--- src/smrc_pkg.sv ---
package smrc_pkg;
    localparam logic [2:0] STS_RESET = 3'h5;
    localparam logic [7:0] RCF_RESET = 8'h00;
    localparam logic [15:0] RESET_VECTOR_ADDR = 16'h0000;
    localparam int CLK_HZ = 125000000;
    localparam int LS_DIV = 512;
    localparam int LS_PAUSE_PERIODS = 17;
    localparam int EXT_RESET_MIN_US = 10;
    localparam int EXT_RESET_MIN_CYC = (EXT_RESET_MIN_US * (CLK_HZ / 1000000));
    localparam int TIMER2_LS_DIV_EXP = 7;
    localparam logic [2:0] TH_SEL_11 = 3'h1;
    localparam logic [2:0] TH_SEL_13 = 3'h2;
    localparam logic [2:0] TH_SEL_14 = 3'h3;
    localparam logic [2:0] TH_SEL_15 = 3'h4;
    localparam logic [2:0] TH_SEL_16 = 3'h5;
    localparam int STAB_CNT_W = 17;
    localparam int RCF_WDT_BIT = 0;
    localparam int RCF_CLM_BIT = 1;
    localparam int RCF_LVD_BIT = 2;
    typedef enum logic [2:0]
    {
        SMRC_RUN = 3'b000,
        SMRC_STOP = 3'b001,
        SMRC_STAB = 3'b010,
        SMRC_RST = 3'b011,
        SMRC_PAUSE = 3'b100
    } smrc_state_t;
endpackage

--- src/smrc_stab_counter.sv ---
`timescale 1ns/1ps
module smrc_stab_counter
    import smrc_pkg::*;
(
    input wire logic clk_sys,
    input wire logic rst_n,
    input wire logic clear,
    input wire logic run,
    input wire logic [2:0] sel,
    input wire logic bypass,
    output logic [4:0] status,
    output logic done
);
    logic [STAB_CNT_W-1:0] cnt_q;
    logic [4:0] hit;
    // counter saturates at the selected threshold, so status shows only thresholds up to it
    always_ff @(posedge clk_sys or negedge rst_n)
    begin
        if (!rst_n)
            cnt_q <= '0;
        else if (clear)
            cnt_q <= '0;
        else if (run && !done)
            cnt_q <= cnt_q + 1'b1;
    end
    assign hit[4] = cnt_q >= STAB_CNT_W'(1 << 11);
    assign hit[3] = cnt_q >= STAB_CNT_W'(1 << 13);
    assign hit[2] = cnt_q >= STAB_CNT_W'(1 << 14);
    assign hit[1] = cnt_q >= STAB_CNT_W'(1 << 15);
    assign hit[0] = cnt_q >= STAB_CNT_W'(1 << 16);
    assign status = hit;
    always_comb
    begin
        unique case (sel)
            TH_SEL_11: done = hit[4] || bypass;
            TH_SEL_13: done = hit[3] || bypass;
            TH_SEL_14: done = hit[2] || bypass;
            TH_SEL_15: done = hit[1] || bypass;
            TH_SEL_16: done = hit[0] || bypass;
            default: done = hit[0] || bypass;
        endcase
    end
endmodule

--- src/smrc_ls_divider.sv ---
`timescale 1ns/1ps
module smrc_ls_divider
    import smrc_pkg::*;
(
    input wire logic clk_sys,
    input wire logic rst_n,
    input wire logic run,
    output logic tick
);
    logic [9:0] cnt_q;
    // low-speed oscillator period stands in as one enable pulse every LS_DIV cycles
    always_ff @(posedge clk_sys or negedge rst_n)
    begin
        if (!rst_n)
            cnt_q <= '0;
        else if (!run)
            cnt_q <= '0;
        else if (cnt_q == 10'(LS_DIV - 1))
            cnt_q <= '0;
        else
            cnt_q <= cnt_q + 1'b1;
    end
    assign tick = run && (cnt_q == 10'(LS_DIV - 1));
endmodule

--- src/smrc_top.sv ---
`timescale 1ns/1ps
module smrc_top
    import smrc_pkg::*;
(
    input wire logic clk_sys,
    input wire logic arst_n,
    input wire logic reset_pin_n,
    input wire logic wdt_overflow,
    input wire logic clk_mon_stop_det,
    input wire logic poc_low,
    input wire logic lvd_low,
    input wire logic stop_instr,
    input wire logic cpu_on_low_speed,
    input wire logic hs_src_no_wait,
    input wire logic interrupt_request_flag,
    input wire logic interrupt_mask_flag,
    input wire logic interrupt_priority_flag,
    input wire logic interrupt_accept_flag,
    input wire logic in_service_priority_flag,
    input wire logic timer2_on_ls_div,
    input wire logic csi_on_sync_serial_ext_clock,
    input wire logic sts_wr,
    input wire logic [2:0] sts_wdata,
    input wire logic rcf_rd,
    output logic [2:0] stab_time_select_reg,
    output logic [4:0] stab_time_status_reg,
    output logic [2:0] reset_cause_flags,
    output logic hs_osc_en,
    output logic ls_osc_en,
    output logic cpu_clk_en,
    output logic cpu_on_ls_start,
    output logic in_standby,
    output logic port_latch_hold,
    output logic pins_hiz,
    output logic reset_indicator_port_pin,
    output logic cpu_reset,
    output logic [15:0] pc_vector_addr,
    output logic wake_service,
    output logic wake_next_instr,
    output logic timer2_run,
    output logic clocked_serial_unit_run,
    output logic other_periph_run,
    output logic lvd_circuit_reset
);
    logic rst_s1_q, rst_n_q;
    logic pin_s1_q, pin_s2_q, wdt_s1_q, wdt_s2_q, clm_s1_q, clm_s2_q;
    logic poc_s1_q, poc_s2_q, lvd_s1_q, lvd_s2_q;
    logic irq_s1_q, irq_s2_q;
    logic any_rst, unmasked, want_service;
    logic wake_req_q, wake_svc_q;
    logic [4:0] pause_cnt_q;
    logic [4:0] stab_status;
    logic stab_done, ls_tick, stab_clear, stab_run;
    logic [2:0] sts_q;
    logic [2:0] rcf_q;
    smrc_state_t state_q;

    always_ff @(posedge clk_sys or negedge arst_n)
    begin
        if (!arst_n)
        begin
            rst_s1_q <= 1'b0;
            rst_n_q <= 1'b0;
        end
        else
        begin
            rst_s1_q <= 1'b1;
            rst_n_q <= rst_s1_q;
        end
    end

    // every pin-side input crosses into clk_sys through two flops
    always_ff @(posedge clk_sys or negedge rst_n_q)
    begin
        if (!rst_n_q)
        begin
            {pin_s1_q, pin_s2_q} <= 2'h3;
            {wdt_s1_q, wdt_s2_q} <= 2'h0;
            {clm_s1_q, clm_s2_q} <= 2'h0;
            {poc_s1_q, poc_s2_q} <= 2'h0;
            {lvd_s1_q, lvd_s2_q} <= 2'h0;
            {irq_s1_q, irq_s2_q} <= 2'h0;
        end
        else
        begin
            pin_s1_q <= reset_pin_n;
            pin_s2_q <= pin_s1_q;
            wdt_s1_q <= wdt_overflow;
            wdt_s2_q <= wdt_s1_q;
            clm_s1_q <= clk_mon_stop_det;
            clm_s2_q <= clm_s1_q;
            poc_s1_q <= poc_low;
            poc_s2_q <= poc_s1_q;
            lvd_s1_q <= lvd_low;
            lvd_s2_q <= lvd_s1_q;
            irq_s1_q <= interrupt_request_flag;
            irq_s2_q <= irq_s1_q;
        end
    end

    assign any_rst = !pin_s2_q || wdt_s2_q || clm_s2_q || poc_s2_q || lvd_s2_q;
    assign unmasked = irq_s2_q && !interrupt_mask_flag;
    always_comb
    begin
        if (!interrupt_priority_flag)
            want_service = interrupt_accept_flag;
        else
            want_service = interrupt_accept_flag && in_service_priority_flag;
    end

    // clear on standby entry, throughout standby or during a reset, so status bits stay set while running
    assign stab_clear = (state_q == SMRC_STOP) || any_rst || ((state_q == SMRC_RUN) && stop_instr);
    assign stab_run = (state_q == SMRC_STAB) || (state_q == SMRC_RST);

    smrc_stab_counter u_stab
    (
        .clk_sys(clk_sys),
        .rst_n(rst_n_q),
        .clear(stab_clear),
        .run(stab_run),
        .sel(sts_q),
        .bypass(hs_src_no_wait),
        .status(stab_status),
        .done(stab_done)
    );

    smrc_ls_divider u_ls
    (
        .clk_sys(clk_sys),
        .rst_n(rst_n_q),
        .run(state_q == SMRC_PAUSE),
        .tick(ls_tick)
    );

    // select register: reset loads 05h; writes outside the legal codes are ignored
    always_ff @(posedge clk_sys or negedge rst_n_q)
    begin
        if (!rst_n_q)
            sts_q <= STS_RESET;
        else if (sts_wr && sts_wdata >= TH_SEL_11 && sts_wdata <= TH_SEL_16)
            sts_q <= sts_wdata;
    end

    // cause flags: hardware set wins over a read clear in the same cycle
    always_ff @(posedge clk_sys or negedge rst_n_q)
    begin
        if (!rst_n_q)
            rcf_q <= RCF_RESET[2:0];
        else if (!pin_s2_q || poc_s2_q)
            rcf_q <= 3'h0;
        else
        begin
            rcf_q[RCF_WDT_BIT] <= wdt_s2_q || (rcf_q[RCF_WDT_BIT] && !rcf_rd);
            rcf_q[RCF_CLM_BIT] <= clm_s2_q || (rcf_q[RCF_CLM_BIT] && !rcf_rd);
            rcf_q[RCF_LVD_BIT] <= lvd_s2_q || (rcf_q[RCF_LVD_BIT] && !rcf_rd);
        end
    end

    always_ff @(posedge clk_sys or negedge rst_n_q)
    begin
        if (!rst_n_q)
        begin
            state_q <= SMRC_RST;
            pause_cnt_q <= '0;
            wake_req_q <= 1'b0;
            wake_svc_q <= 1'b0;
        end
        else
        begin
            unique case (state_q)
                SMRC_RUN:
                begin
                    wake_req_q <= 1'b0;
                    if (any_rst)
                        state_q <= SMRC_RST;
                    else if (stop_instr && unmasked)
                    begin
                        state_q <= SMRC_STAB;
                        wake_svc_q <= want_service;
                    end
                    else if (stop_instr)
                        state_q <= SMRC_STOP;
                end
                SMRC_STOP:
                begin
                    if (any_rst)
                        state_q <= SMRC_RST;
                    else if (unmasked)
                    begin
                        state_q <= SMRC_STAB;
                        wake_svc_q <= want_service;
                    end
                end
                SMRC_STAB:
                begin
                    if (any_rst)
                        state_q <= SMRC_RST;
                    else if (stab_done || cpu_on_low_speed)
                    begin
                        state_q <= SMRC_RUN;
                        wake_req_q <= 1'b1;
                    end
                end
                SMRC_RST:
                begin
                    // reset sequence waits out stabilization before the low-speed pause
                    pause_cnt_q <= '0;
                    if (!any_rst && stab_done)
                        state_q <= SMRC_PAUSE;
                end
                SMRC_PAUSE:
                begin
                    if (any_rst)
                        state_q <= SMRC_RST;
                    else if (ls_tick)
                    begin
                        if (pause_cnt_q == 5'(LS_PAUSE_PERIODS - 1))
                            state_q <= SMRC_RUN;
                        else
                            pause_cnt_q <= pause_cnt_q + 1'b1;
                    end
                end
                default: state_q <= SMRC_RST;
            endcase
        end
    end

    // all outputs registered
    always_ff @(posedge clk_sys or negedge rst_n_q)
    begin
        if (!rst_n_q)
        begin
            hs_osc_en <= 1'b0;
            ls_osc_en <= 1'b0;
            cpu_clk_en <= 1'b0;
            cpu_on_ls_start <= 1'b0;
            in_standby <= 1'b0;
            port_latch_hold <= 1'b0;
            pins_hiz <= 1'b1;
            reset_indicator_port_pin <= 1'b0;
            cpu_reset <= 1'b1;
            pc_vector_addr <= RESET_VECTOR_ADDR;
            wake_service <= 1'b0;
            wake_next_instr <= 1'b0;
            timer2_run <= 1'b0;
            clocked_serial_unit_run <= 1'b0;
            other_periph_run <= 1'b0;
            lvd_circuit_reset <= 1'b0;
            stab_time_select_reg <= STS_RESET;
            stab_time_status_reg <= '0;
            reset_cause_flags <= '0;
        end
        else
        begin
            hs_osc_en <= (state_q != SMRC_STOP) && pin_s2_q;
            ls_osc_en <= pin_s2_q;
            cpu_clk_en <= state_q == SMRC_RUN;
            cpu_on_ls_start <= (state_q == SMRC_PAUSE) && ls_tick
                && (pause_cnt_q == 5'(LS_PAUSE_PERIODS - 1));
            in_standby <= state_q == SMRC_STOP;
            port_latch_hold <= state_q == SMRC_STOP || state_q == SMRC_STAB;
            pins_hiz <= state_q == SMRC_RST || state_q == SMRC_PAUSE;
            reset_indicator_port_pin <= !(state_q == SMRC_RST || state_q == SMRC_PAUSE);
            cpu_reset <= state_q == SMRC_RST || state_q == SMRC_PAUSE;
            pc_vector_addr <= RESET_VECTOR_ADDR;
            wake_service <= wake_req_q && wake_svc_q;
            wake_next_instr <= wake_req_q && !wake_svc_q;
            timer2_run <= (state_q != SMRC_STOP) || timer2_on_ls_div;
            clocked_serial_unit_run <= (state_q != SMRC_STOP) || csi_on_sync_serial_ext_clock;
            other_periph_run <= state_q == SMRC_RUN;
            lvd_circuit_reset <= (!pin_s2_q || poc_s2_q) && !lvd_s2_q;
            stab_time_select_reg <= sts_q;
            stab_time_status_reg <= stab_status;
            reset_cause_flags <= rcf_q;
        end
    end
endmodule

--- config.mk ---
export PLATFORM = sky130hd
export DESIGN_NAME = smrc_top
export DESIGN_NICKNAME = d
export VERILOG_FILES = /design/src/smrc_pkg.sv /design/src/smrc_stab_counter.sv /design/src/smrc_ls_divider.sv /design/src/smrc_top.sv
export SDC_FILE = /design/constraint.sdc
export NUM_CORES = 1
export LEC_CHECK = 0
export BUFFER_PORTS_ARGS = -buffer_cell sky130_fd_sc_hd__clkbuf_2
export CELL_PAD_IN_SITES_DETAIL_PLACEMENT = 0
export CELL_PAD_IN_SITES_GLOBAL_PLACEMENT = 1
export CORE_MARGIN = 10
export CORE_UTILIZATION = 25
export CTS_CLUSTER_SIZE = 12
export DETAILED_ROUTE_END_ITERATION = 10
export PLACE_DENSITY_LB_ADDON = 0.1
export SKIP_CTS_REPAIR_TIMING = 1
export SLEW_MARGIN = 20
export SYNTH_ARGS = -nofsm -noshare
export SYNTH_HDL_FRONTEND = slang
export SYNTH_SLANG_ARGS = --single-unit
export TNS_END_PERCENT = 5
--- constraint.sdc ---
create_clock -name clk_sys -period 3.06 [get_ports clk_sys]
set_clock_uncertainty 0.1 [all_clocks]
set_input_delay 0.306 -clock clk_sys [delete_from_list [all_inputs] [get_ports clk_sys]]
set_output_delay 0.306 -clock clk_sys [all_outputs]
set_load 0.01 [all_outputs]
==> Word-level counts from Yosys, hierarchy flattened <==
Cells that the tools add are included.
{ "totals": {"register_bits": 81, "input_bits": 22, "elab_cells": 161} }
{ "op_classes": {"reduce_logical": 56, "add_sub_neg": 3, "n_lt_le_gt_ge": 7, "mux": 31, "n_eq_ne": 26} }
{ "ops": {"columns": ["cell", "count"], "rows": [
  ["2-to-1 mux 3 bit", 12],
  ["2-to-1 mux 17 bit", 2],
  ["logical OR 1 bit", 21],
  ["2-to-1 mux 10 bit", 2],
  ["logical AND 1 bit", 18],
  ["!= test 2 bit (second input constant)", 9],
  ["adder 17 x 1 -> 17 bit (second input constant)", 1],
  ["greater-or-equal comparator 17 x 12 -> 1 bit (second input constant)", 1],
  ["greater-or-equal comparator 17 x 14 -> 1 bit (second input constant)", 1],
  ["greater-or-equal comparator 17 x 15 -> 1 bit (second input constant)", 1],
  ["greater-or-equal comparator 17 x 16 -> 1 bit (second input constant)", 1],
  ["greater-or-equal comparator 17 bit (second input constant)", 1],
  ["2-to-1 mux 5 bit", 3],
  ["one-hot mux 3 bit (5 select lines)", 1],
  ["== test 3 x 2 -> 1 bit (second input constant)", 4],
  ["adder 10 x 1 -> 10 bit (second input constant)", 1],
  ["== test 10 x 9 -> 1 bit (second input constant)", 1],
  ["one-hot mux 5 bit (2 select lines)", 1],
  ["!= test 3 bit (second input constant)", 3],
  ["logical NOT 1 bit", 8],
  ["nonzero test 2 bit", 4],
  ["2-to-1 mux 1 bit", 7],
  ["== test 3 x 1 -> 1 bit (second input constant)", 2],
  ["== test 3 bit (second input constant)", 2],
  ["other kinds (15)", 16]
]} }

==> Logic depth before layout (Yosys ltp) <==
Gate-level depths: netlist of run 1.
{ "logic_depth": {"word_depth": 9, "depth_mapped": 8, "mapped_depth_nobuf": 7} }

==> By module <==
A second synthesis of run 1 with hierarchy kept.
{ "hier_totals": {"hier_cells": 339, "hier_area_um2": 3627.2} }
{ "modules_own_cells": {"columns": ["mod", "instances", "area_each_um2", "cells_per_inst"], "rows": [
  ["smrc_top", 1, 2132.0, 180],
  ["smrc_stab_counter", 1, 1007.2, 112],
  ["smrc_ls_divider", 1, 488.0, 47]
]} }

==> Least setup slack after synthesis of run 1 <==
OpenSTA, ideal clock, no wires.
{ "synth_timing": {"path_kind": "register to register", "startpoint": "register u_stab.cnt_q[13]", "endpoint": "register u_stab.cnt_q[14]", "period_less_slack_ns": 2.432, "path_buffers": 1, "stages_incl_launch_ff": 7, "arrival_time_ns": 2.265, "required_ns": 2.893, "path_slack_ns": 0.628, "setup_time_ns": 0.067, "path_cell_list": "dfrtp_1 > or4_4 > o31a_1 > buf_6 > nor4_4 > or4b_1 > nand2_1"} }
{ "synth_via": {"elab_chain_cells": 6, "elab_cells_between_ends": 17, "cone_classes": "1 x add/sub; 5 x order compare; 3 x mux; 8 x reduce/logical"} }
{ "synth_rtl": {"columns": ["item", "line_no", "text"], "rows": [
  ["start, declared", "smrc_stab_counter.sv:14", "logic [STAB_CNT_W-1:0] cnt_q;"],
  ["start signal, assigned", "smrc_stab_counter.sv:24", "cnt_q <= cnt_q + 1'b1;"],
  ["greater-or-equal comparator 17 x 14 -> 1 bit", "smrc_stab_counter.sv:27", "assign hit[3] = cnt_q >= STAB_CNT_W'(1 << 13);"],
  ["via stab_status[3]", "smrc_top.sv:52", "logic [4:0] stab_status;"],
  ["logical OR 1 bit", "smrc_stab_counter.sv:36", "TH_SEL_13: done = hit[3] || bypass;"],
  ["one-hot mux 1 bit (4 select lines)", "smrc_stab_counter.sv:34", "unique case (sel)"],
  ["logical NOT 1 bit", "smrc_stab_counter.sv:23", "else if (run && !done)"],
  ["logical AND 1 bit", "smrc_stab_counter.sv:23", null],
  ["nonzero test 2 bit (no source line)", null, null]
]} }
The timed path passes the listed nets, and every way through them passes these cells. The select of a mux whose other input is x is not followed.
A chain may end at the register's enable or synchronous reset.

==> Worst setup path in the final report of run 1 <==
{ "layout_timing": {"startpoint": "register u_stab.cnt_q[14]", "endpoint": "register u_stab.cnt_q[14]"} }
Same word-level chain as after synthesis.

==> results.md, run 1 <==
- The run finished with clean final reports.
- The register containing the most flip-flops in the final layout is u_stab.cnt_q.
- The worst register-to-register path has a setup slack of around 0.57 ns.
- During placement, the flow inserted port buffers numbering 47.
- Routability-driven placement finished with a final weighted congestion of ~0.75.
- The post-synthesis instance area is 0.00364 mm^2.
- The total overflow reported by the global router is 0.
- The worst endpoint required time is roughly 3.2 ns.
- The proportion of netlist area held by the largest area contributor is between 40% and 50%.
- The largest fanout on the critical path is 8.
- Entering global routing, the biggest net connects 80 pins.
- From left edge to right edge, the die measures between 100 and 150 um.
- The startpoint type of the worst setup path is a register.
- In the post-synthesis netlist, the cell with the most instances is dfrtp_1.
- The launching instance or port of the critical path is u_stab.cnt_q[14]$_DFFE_PN0P_.
- The area of the core is approximately 0.014 mm^2.
- The first routing iteration left 102 violations.
- The worst-case IR drop observed on VDD is ~0.28 mV.
- Setup total negative slack on the finished layout was measured at 0 ns.
- The number of antenna violations at the first check in global routing is 0.
- After legalization and detailed placement, the total HPWL measured slightly above 6 mm.
- After synthesis, the mean cell area works out to 10.5 um^2.
- The count of TritonRoute iterations in the first routing pass is 4.
- The dominant register cell in the synthesized netlist is dfrtp_1.
- The average wire per cell in the routed design is approximately 15 um.
- Setup violations remaining at the end of the flow were counted as 0.
- The number of inserted diodes is 0.
- The worst hold path passes through 2 cells.
- Power spread over the standard cell area amounts to 584 mW/mm^2.
- The relative area change from synthesis to final layout is 21.7%.
- The first-pass GRT wire length is 14.3 mm.
- The async set or reset register ratio after synthesis is 100%.
- The transition time at the pin with the least slew margin is 0.781 ns.
- The startpoint-to-endpoint class of the critical path is register to register.
- The max-slew headroom at the worst pin is 47.9%.
- For the worst-skew pair, the clock arrives at the later sink with an insertion delay of ~0.34 ns.
- Dividing the detail-routed via count by the number of cells gives between 4 and 5.
- The analysis attributes to cell leakage a power of 2.03 nW.
- The worst hold path class is input port to register.
- The area enclosed by the die boundary is between 0.015 and 0.02 mm^2.
- The worst setup path is captured at a register.
- After detailed routing, the number of remaining DRC violations is 0.
- By count the netlist is led by 72 x dfrtp_1, 41 x nor2_1, 23 x nand2_1, 18 x buf_4, 15 x a21oi_1.
- The aggregate routed wire length is 8.66 mm.
- For this block, the via count after detailed routing is ~2600.
- The power after layout is about 0.0026 W.
- The initialized floorplan defines 44 standard-cell rows.
- The ratio of cells with drive above 1 in the final layout is a little over a fifth.
- The post-route minimum period is 2.49 ns.
- The H-tree generated during clock tree synthesis spans 3 levels.
- During synthesis, Yosys emitted a total of 0 warnings.
- The number of nets in the layout is roughly 430.
- The end point of the critical path is u_stab.cnt_q[14]$_DFFE_PN0P_.
- The number of synthesized flops with an enable pin is 0.
- The flop and latch count out of synthesis is 81.
- TritonCTS built the clock tree.
- The count of nets left with antenna violations once routing finished came out at 0.
- The startpoint of the lowest-slack register-to-register path is u_stab.cnt_q[14]$_DFFE_PN0P_.
- The register with the most flip-flops in the layout has 17 of them.
- The deepest clock path buffer count is 2.
- The number of top-level pins is 64.
- Of the available clock period, the critical path in the final layout requires 81.4%.
- Synthesis produced a netlist whose cell count is ~350.
- The TritonCTS buffer count is 9.
- The destination of the worst register-to-register timing path is u_stab.cnt_q[14]$_DFFE_PN0P_.
- In this run, distinct cell masters in the synthesized netlist total between 50 and 60.
- After clock tree synthesis, the clock-pin slew on the worst setup and hold paths is 0.06 ns.
- Setup repair after global routing left no endpoint under its margin.
- For this run, the total global-route usage over all layers was measured as a little under a tenth.
- The library cell occupying the most area in the post-synthesis netlist is dfrtp_1.
- The final hold violation count came to 0.
- In the post-synthesis netlist, the biggest area contributors are dfrtp_1 49%, dfstp_2 6.5%, nor2_1 4.2%.
- The tree built by TritonCTS fans out to 81 sinks.
- The count of pins over their slew limit is 0.
- The chip height is about 140 um.
- Max-cap violations in this run came to 0.
- Sequential elements use 56.0% of the synthesized area.
- For this configuration, the core starts out at a cell density of 25.3%.
- Data arrives at the worst endpoint at roughly 2.6 ns.
- The root cell of the clock tree is clkbuf_16.
- In the final layout, the registers with the most flip-flops are u_stab.cnt_q: 17 flops, u_ls.cnt_q: 10 flops.
- For the worst flop-to-flop path, the logic depth is 5.
- The via count of the first global-routing pass is around 2700.
- The maximum frequency from static timing analysis is between 400 and 500 MHz.
power breakdown:
part | switching [W] | total (W) | internal, W | leakage, nW
clock network | 0.000419 | 0.00116 | 0.000737 | 0.154
registers | 0.0000566 | 0.00120 | 0.00115 | 1.04
logic | 0.000140 | 0.000230 | 0.0000903 | 0.845
total | 0.000615 | 0.00259 | 0.00197 | 2.03
layer usage:
metal | vias to the layer above | wire [um] | GRT usage (%)
met5 | - | 0 | 0
met4 | 0 | 105 | 3.10
met3 | 8 | 424 | 3.76
met2 | 44 | 4070 | 14.1
met1 | 1282 | 4060 | 11.0
li1 | 1289 | - | -
cell usage in the layout (no fill, tap or decap), drive strengths merged, types with 4 or more instances in the layout:
master,instances
dfstp,9
buf,7
dlygate4sd3,7
clkbuf,60
or3,8
a41o,5
xor2,4
nand2,23
o21ai,11
conb,17
nand2b,6
a21oi,15
nor2b,5
a31oi,6
and3,5
nor4,7
nor2,41
nor3,8
inv,12
dfrtp,72
xnor2,11
nand4,8
nand3,6
a31o,6
and2,6
ha,5
worst min-delay path by stage:
stage,from,end,slack (ns)
5_1_grt,csi_on_sync_serial_ext_clock,clocked_serial_unit_run$_DFF_PN0_,0.05
6_report,csi_on_sync_serial_ext_clock,clocked_serial_unit_run$_DFF_PN0_,0.06
3_3_place_gp,arst_n,rst_s1_q$_DFF_PN0_,-0.008
4_1_cts,arst_n,rst_n_q$_DFF_PN0_,-0.37
3_5_place_dp,arst_n,rst_s1_q$_DFF_PN0_,-0.006
2_1_floorplan,arst_n,rst_n_q$_DFF_PN0_,-0.09
logic make-up after synthesis:
family | after synthesis | synth area share, %
muxes | 1 | 0.275
and+or+nand+nor | 136 | 19.8
other | 2 | 0.206
adders and majority gates | 5 | 1.72
buffers and inverters | 43 | 6.53
DFF | 81 | 56.0
xor gates and xnor gates | 15 | 3.61
AOI/OAI and AO/OA | 63 | 11.9
final cells by class:
cell class | count | area [um^2]
clock buffer | 13 | 250
clock inverter | 3 | 65.1
fill | 1547 | 9990
inverter | 12 | 45.0
multi-input combinational | 237 | 1420
sequential | 81 | 2040
tap | 184 | 230
timing repair buffer | 61 | 378
critical path, stage by stage, from the launching register on:
cell	delay [ns]
dfrtp_1	0.42
or4_4	0.56
o31a_1	0.38
or3_1	0.46
o311ai_0	0.37
nand2_1	0.08
metrics by stage:
| step | instance area (um^2) | instances | worst slack, ns | utilization [%] | hold WS, ns |
|---|---|---|---|---|---|
| final | 4430 | 591 | 0.568 | 30.7 | 0.0646 |
| after floorplan | 3700 | 361 | 0.553 | - | -0.0896 |
| after CTS | 4340 | 583 | 0.554 | 30.1 | -0.374 |
| after global routing | 4430 | 591 | 0.360 | 30.7 | 0.0499 |
| after global placement | 4020 | 567 | 0.608 | 27.9 | -0.00803 |
| after detailed placement | 4020 | 567 | 0.566 | 27.9 | -0.00623 |
(Power assumes the default switching activity.)
==> inputs of run 2 (changes only) <==
clock period = 2.1 ns   (was 3.06 ns; I/O delays follow)
==> run 2 against run 1 <==
The flow now finishes with violations (setup timing). Sequential share of layout area is 2.7 points lower. Sequential cell count is the same. Utilization grew 1.9 points. Largest cell class unchanged.
==> results.md, run 2 (same netlist as run 1, synthesis figures left out) <==
- The final setup violation count is 21 (+21).
- The post-route minimum period is 2.35 ns (-0.143 ns).
- The via count of the first global-routing pass came to 2771 (+3.9%).
- Counting flops per register, the top entry is u_stab.cnt_q.
- The switching power total is 0.000951 W (+55%).
- The number of cells in the design after placement is 596 (+5.1%).
- The count of routing violations after the opening detailed-route iteration was 128 (+25%).
- The clock latency of the later-clocked register in the worst-skew pair was 0.34 ns (about the same).
- The number of antenna violations at the first check in global routing was 0 (unchanged).
- The average wire per cell in the routed design came to 14.3 um (-2.5%).
- The area growth from synthesis to layout is 29.3%.
- The signal on the critical path passes through or4_4, o31a_1, nor4_4, or4b_1, nand2_1.
- The CTS sink count is 81 (unchanged).
- The power after layout is 0.00378 W (+46%).
- The total number of vias came to 2738 (+4.4%).
- The library cell used most frequently in the layout, excluding fill and tap cells, is dfrtp_1.
- The fraction of the cycle the final worst path needs was 112% (+30 points).
- The checks that failed: setup timing.
- The slowest stage of the critical path is the or4_4 cell.
- The worst-case setup margin in the final layout came to -0.249 ns (-0.817 ns).
- The chip height is 141 um (unchanged).
- The worst setup path is launched from a register.
- The part of the total power dissipated in the clock network is 43.6% (-1.0 points).
- The count of pins over their slew limit is 0 (unchanged).
- The horizontal extent of the die is 141 um (unchanged).
- The total overflow reported by the global router is 0 (unchanged).
- The starting density of the core was 25.3% (unchanged).
- In the layout the commonest cells are 71 x dfrtp_1, 47 x clkbuf_2, 41 x nor2_1, 34 x buf_4, 23 x nand2_1.
- The area of the core came to 0.0144 mm^2 (unchanged).
- The number of inserted diodes is 0 (unchanged).
- The run finished, with violations left.
- The ratio of cells with drive above 1 in the final layout was 28.8% (+7.1 points).
- The maximum number of pins on one net before global-route repair came to 35 (-56%).
- The detailed-placement wirelength estimate was 6.49 mm (+7.5%).
- The internal power component is 0.00283 W (+43%).
- The area enclosed by the die boundary is 0.0198 mm^2 (unchanged).
- The count of TritonRoute iterations in the first routing pass came to 4 (unchanged).
- The number of input and output port buffers inserted came to 47 (unchanged).
- The number of nets in the layout came to 460 (+7.2%).
- The deepest clock path buffer count came to 2 (unchanged).
- The final hold violation count is 0 (unchanged).
- The buffers plus inverters on the worst setup path is 0 (unchanged).
- The number of top-level pins came to 64 (unchanged).
- The leakage component of the power was 2.19 nW (+7.4%).
- The power per unit of standard cell area was 802 mW/mm^2 (+37%).
- The register clock-pin slew on the reported worst setup and hold paths is 0.06 ns (about the same).
- The data arrival at the endpoint of the critical path is 2.53 ns (-0.07 ns).
- The flip-flop count of the largest register after layout is 17 (unchanged).
- The number of cells in the finished layout apart from fillers was 622 (+5.2%).
- The switching power as a share of total power came to 25.2% (+1.4 points).
- The kind of cell with the highest combined delay along the critical path is simple AND/OR/NAND/NOR gates.
- The total routing resource utilization after global routing came to 9.23% (+0.19 points).
- The smallest hold slack is 0.0169 ns (-0.0477 ns).
- The worst endpoint required time came to 2.28 ns (-0.89 ns).
- The number of H-tree levels is 3 (unchanged).
- The remaining routing DRC violations is 0 (unchanged).
- The maximum frequency from static timing analysis was 426 MHz (+6.1%).
- The worst voltage drop across the vdd grid is 0.440 mV (+55%).
- The first-pass GRT wire length came to 14.7 mm (+2.8%).
- The root cell of the clock tree is clkbuf_16.
- The startpoint-to-endpoint class of the critical path is register to register.
- The aggregate routed wire length is 8.88 mm (+2.6%).
- The routability congestion estimate is 0.758 (+0.52%).
- The site row count came to 44 (unchanged).
- The max capacitance violation total is 0 (unchanged).
- The TritonCTS buffer count is 9 (unchanged).
- The worst setup path is captured at a register.
- The post-route antenna net violation count came to 0 (unchanged).
- The maximum single-stage delay on the critical path came to 0.55 ns (about the same).
- The part of the power in combinational logic came to 10.1% (+1.2 points).
- The largest registers in the layout are u_stab.cnt_q: 17 flops, u_ls.cnt_q: 10 flops.
- Setup repair after global routing could not meet its margin everywhere.
- The min-delay analysis places its worst path in the category input port to register.
- The largest fanout on the critical path is 5 (-3).
- The TritonCTS clock tree is built.
- The sequential group share of total power was 46.3% (-0.2 points).
- The vias per cell is 4.40 (-0.82%).
## run 2: worst paths after layout
path	from	slack, ns	endpoint	cells past startpoint
max in group asynchronous	rst_n_q$_DFF_PN0_	1.11	cpu_reset$_DFF_PN1_	1
hold / removal	interrupt_accept_flag	0.02	wake_svc_q$_DFFE_PN0P_	2
hold reg to reg	rst_n_q$_DFF_PN0_	0.19	state_q[2]$_DFFE_PN0P_	0
min in group asynchronous	arst_n	0.09	rst_n_q$_DFF_PN0_	2
setup reg to reg	u_stab.cnt_q[14]$_DFFE_PN0P_	-0.25	u_stab.cnt_q[14]$_DFFE_PN0P_	5
setup / recovery	u_stab.cnt_q[14]$_DFFE_PN0P_	-0.25	u_stab.cnt_q[14]$_DFFE_PN0P_	5
## run 2: power by group through the flow
stage                     combinational [W]  sequential (W)  clock (W)
after floorplan                    0.000212         0.00178          0
after global placement             0.000372         0.00178          0
after detailed placement           0.000371         0.00178          0
after CTS                          0.000372         0.00175    0.00171
after global routing               0.000434         0.00177    0.00177
final                              0.000381         0.00175    0.00165
## run 2: cell type report
class | instances | area (um^2)
fillers | 1501 | 9710
flip-flops and latches | 81 | 2040
multi-input cells | 237 | 1470
repair buffers | 92 | 611
clock buffers | 11 | 253
well taps | 184 | 230
clock inverters | 5 | 62.6
inverters | 12 | 45.0
## run 2: layer usage
metal	GRT usage (%)	wire length, um	up-vias
li1	-	-	1350
met1	11.1	4040	1330
met2	14.9	4260	47
met3	3.16	439	11
met4	3.42	141	0
met5	0	0	-
## run 2: through the flow
stage	area (um^2)	setup TNS, ns	utilization, %	setup slack [ns]
after floorplan	3700	-2.60	-	-0.332
after global placement	4250	-3.18	29.5	-0.218
after detailed placement	4250	-3.35	29.5	-0.224
after CTS	4570	-3.92	31.7	-0.250
after global routing	4710	-5.71	32.7	-0.342
final	4710	-3.52	32.7	-0.249
==> inputs of run 3 (changes only) <==
SETUP_SLACK_MARGIN = 0.15   (was default)
==> run 3 against run 2 <==
The flow still finishes with violations (setup timing). Wire length up 0.21%. Critical path depth unchanged. Highest routed layer unchanged. Total power about the same.
==> results.md, run 3 (same netlist as run 1, synthesis figures left out) <==
- The path class of the tightest hold or removal check is input port to register.
- The fraction of the cycle the final worst path needs came to 112% (+0.22 points).
- The first-pass GRT wire length is 14.7 mm (unchanged).
- The number of H-tree levels is 3 (unchanged).
- The total overflow reported by the global router is 0 (unchanged).
- The CTS sink count is 81 (unchanged).
- The flow ran to the end, but the final reports show violations.
- The power per unit of standard cell area is 798 mW/mm^2 (-0.55%).
- The sequential group share of total power is 46.3% (about the same).
- The library cells used most frequently in the layout, excluding fill and tap cells, are 71 x dfrtp_1, 47 x clkbuf_2, 40 x nor2_1, 34 x buf_4, 23 x nand2_1.
- The switching power as a share of total power was 25.1% (-0.032 points).
- The met2 layer usage reported by global route came to 14.9% (unchanged).
- The aggregate routed wire length is 8.90 mm (+0.21%).
- The ratio of cells with drive above 1 in the final layout was 29.7% (+0.91 points).
- The power after layout is 0.00378 W (about the same).
- The worst setup path is captured at a register.
- The horizontal extent of the die was 141 um (unchanged).
- The part of the total power dissipated in the clock network is 43.5% (about the same).
- The count of TritonRoute iterations in the first routing pass is 4 (unchanged).
- The part of the power in combinational logic came to 10.2% (about the same).
- The final core utilization is 32.9% (+0.19 points).
- The worst reg-to-reg path cell count was 5 (unchanged).
- The post-route minimum period came to 2.35 ns (+0.00455 ns).
- The maximum frequency from static timing analysis was 425 MHz (-0.19%).
- The area enclosed by the die boundary came to 0.0198 mm^2 (unchanged).
- The register-to-register path setup slack is -0.25 ns (about the same).
- The number of filler instances in the final layout is 1500 (-0.067%).
- The max capacitance violation total is 0 (unchanged).
- The chip height is 141 um (unchanged).
- The register clock-pin slew on the reported worst setup and hold paths was 0.06 ns (about the same).
- The site row count is 44 (unchanged).
- The most crowded layer after global routing is met2.
- The post-route antenna net violation count is 0 (unchanged).
- Walking the worst path, the cells encountered are or4_4, o31a_1, nor4_4, or4b_1, nand2_1.
- The relative area change from synthesis to final layout is 30.1%.
- The area of the core is 0.0144 mm^2 (unchanged).
- The deepest clock path buffer count came to 2 (unchanged).
- The global routing usage on met1 is 11.1% (unchanged).
- The checks that failed: setup timing.
- The vias per cell was 4.41 (+0.15%).
- The startpoint of the lowest-slack register-to-register path is u_stab.cnt_q[14]$_DFFE_PN0P_.
- The number of cells in the finished layout apart from fillers is 622 (unchanged).
- The total routing resource utilization after global routing is 9.23% (unchanged).
- The number of nets in the layout is 460 (unchanged).
- Leaving out fill and tap cells, the most frequent cell in the layout is dfrtp_1.
- The total number of vias is 2742 (+0.15%).
- The number of inserted diodes came to 0 (unchanged).
- Setup repair after global routing could not meet its margin everywhere.
- The internal power component is 0.00283 W (about the same).
- The startpoint of the tightest hold check path is interrupt_accept_flag.
- The logic depth of the worst path, buffers included is 5 (unchanged).
- The leakage component of the power is 2.19 nW (+0.34%).
- The maximum number of pins on one net before global-route repair came to 35 (unchanged).
- The final hold violation count is 0 (unchanged).
- The cell count of the worst hold path is 2 (unchanged).
- In this run the critical register-to-register path is captured at u_stab.cnt_q[14]$_DFFE_PN0P_.
- The routability congestion estimate is 0.758 (unchanged).
- The worst voltage drop across the vdd grid is 0.437 mV (-0.53%).
- The starting density of the core was 25.3% (unchanged).
- The count of routing violations after the opening detailed-route iteration is 144 (+13%).
- In the final layout, the registers with the most flip-flops are u_stab.cnt_q: 17 flops, u_ls.cnt_q: 10 flops.
- The remaining routing DRC violations is 0 (unchanged).
- STA classifies the critical path startpoint as a register.
- The TritonCTS clock tree is built.
- The cell with the biggest individual delay on the critical path is or4_4.
- The smallest hold slack is 0.0193 ns (+0.00246 ns).
- The number of antenna violations at the first check in global routing is 0 (unchanged).
- The average wire per cell in the routed design is 14.3 um (+0.21%).
- The TritonCTS buffer count is 9 (unchanged).
- The maximum single-stage delay on the critical path is 0.55 ns (about the same).
- The buffers plus inverters on the worst setup path is 0 (unchanged).
- The root cell of the clock tree is clkbuf_16.
- Among cell families on the critical path, the largest total delay comes from simple AND/OR/NAND/NOR gates.
- The sink of the worst hold path is wake_svc_q$_DFFE_PN0P_.
- The largest fanout on the critical path is 5 (unchanged).
- Ranked by flip-flop count, first place goes to u_stab.cnt_q.
- The worst setup path is of the register to register kind.
- The setup slack at placement is -0.224 ns (unchanged).
- The worst-case setup margin in the final layout is -0.253 ns (-0.00455 ns).
- The count of pins over their slew limit came to 0 (unchanged).
- The number of input and output port buffers inserted came to 47 (unchanged).
- The detailed-placement wirelength estimate was 6.49 mm (unchanged).
- The data arrival at the endpoint of the critical path is 2.53 ns (about the same).
- The switching power total was 0.000950 W (about the same).
- The flip-flop count of the largest register after layout was 17 (unchanged).
- The met3 demand-to-capacity share in global routing is 3.16% (unchanged).
- The number of top-level pins came to 64 (unchanged).
- The final setup violation count came to 20 (-4.8%).
- The worst endpoint required time was 2.28 ns (about the same).
- The clock latency of the later-clocked register in the worst-skew pair is 0.34 ns (about the same).
- The via count of the first global-routing pass is 2771 (unchanged).
- The number of cells in the design after placement is 596 (unchanged).
## run 3: cell count changes in the layout (fill, tap and decap cells not counted)
cell | previous run | this run
ha_1 | 5 | 4
ha_4 | 0 | 1
nand2b_1 | 6 | 5
nand2b_4 | 0 | 1
nand3_1 | 6 | 5
nand3_2 | 0 | 1
nor2_1 | 41 | 40
nor2_2 | 0 | 1
## run 3: worst reg2reg max path: stages (launching register included)
cell and delay [ns]:
dfrtp_1 0.42, or4_4 0.55, o31a_1 0.33, nor4_4 0.34
or4b_1 0.47, nand2_1 0.08
## run 3: metal layers
metal	part of all wire (%)	vias up
met5	0	-
met4	1.6	0
met3	4.5	10
met2	48	42
met1	46	1337
li1	-	1353
## run 3: how the worst max path moves through the flow
stage / startpoint / slack [ns] / end
finish: u_stab.cnt_q[14]$_DFFE_PN0P_ / -0.25 / u_stab.cnt_q[14]$_DFFE_PN0P_
global route: u_stab.cnt_q[14]$_DFFE_PN0P_ / -0.34 / u_stab.cnt_q[14]$_DFFE_PN0P_
CTS: u_stab.cnt_q[14]$_DFFE_PN0P_ / -0.25 / u_stab.cnt_q[1]$_DFFE_PN0P_
detailed placement: u_stab.cnt_q[14]$_DFFE_PN0P_ / -0.22 / u_stab.cnt_q[1]$_DFFE_PN0P_
global placement: u_stab.cnt_q[14]$_DFFE_PN0P_ / -0.22 / u_stab.cnt_q[1]$_DFFE_PN0P_
floorplan: u_stab.cnt_q[13]$_DFFE_PN0P_ / -0.33 / u_stab.cnt_q[14]$_DFFE_PN0P_
## run 3: layout make-up
type                       instances  area, um^2  area share [%]
sequential                        81        2040            43.1
multi-input combinational        237        1500            31.6
timing repair buffer              92         611            12.9
clock buffer                      11         253            5.33
tap                              184         230            4.86
clock inverter                     5        62.6            1.32
inverter                          12        45.0           0.951
## run 3: power by group through the flow
stage               sequential (W)  clock, W  combinational (W)
detailed placement         0.00178         0           0.000371
floorplan                  0.00178         0           0.000212
global route               0.00177   0.00177           0.000439
CTS                        0.00175   0.00171           0.000372
finish                     0.00175   0.00164           0.000385
global placement           0.00178         0           0.000372
## run 3: stage by stage
step	area, um^2	setup TNS, ns
CTS	4570	-3.92
floorplan	3700	-2.60
finish	4740	-3.52
detailed placement	4250	-3.35
global route	4740	-5.69
global placement	4250	-3.18
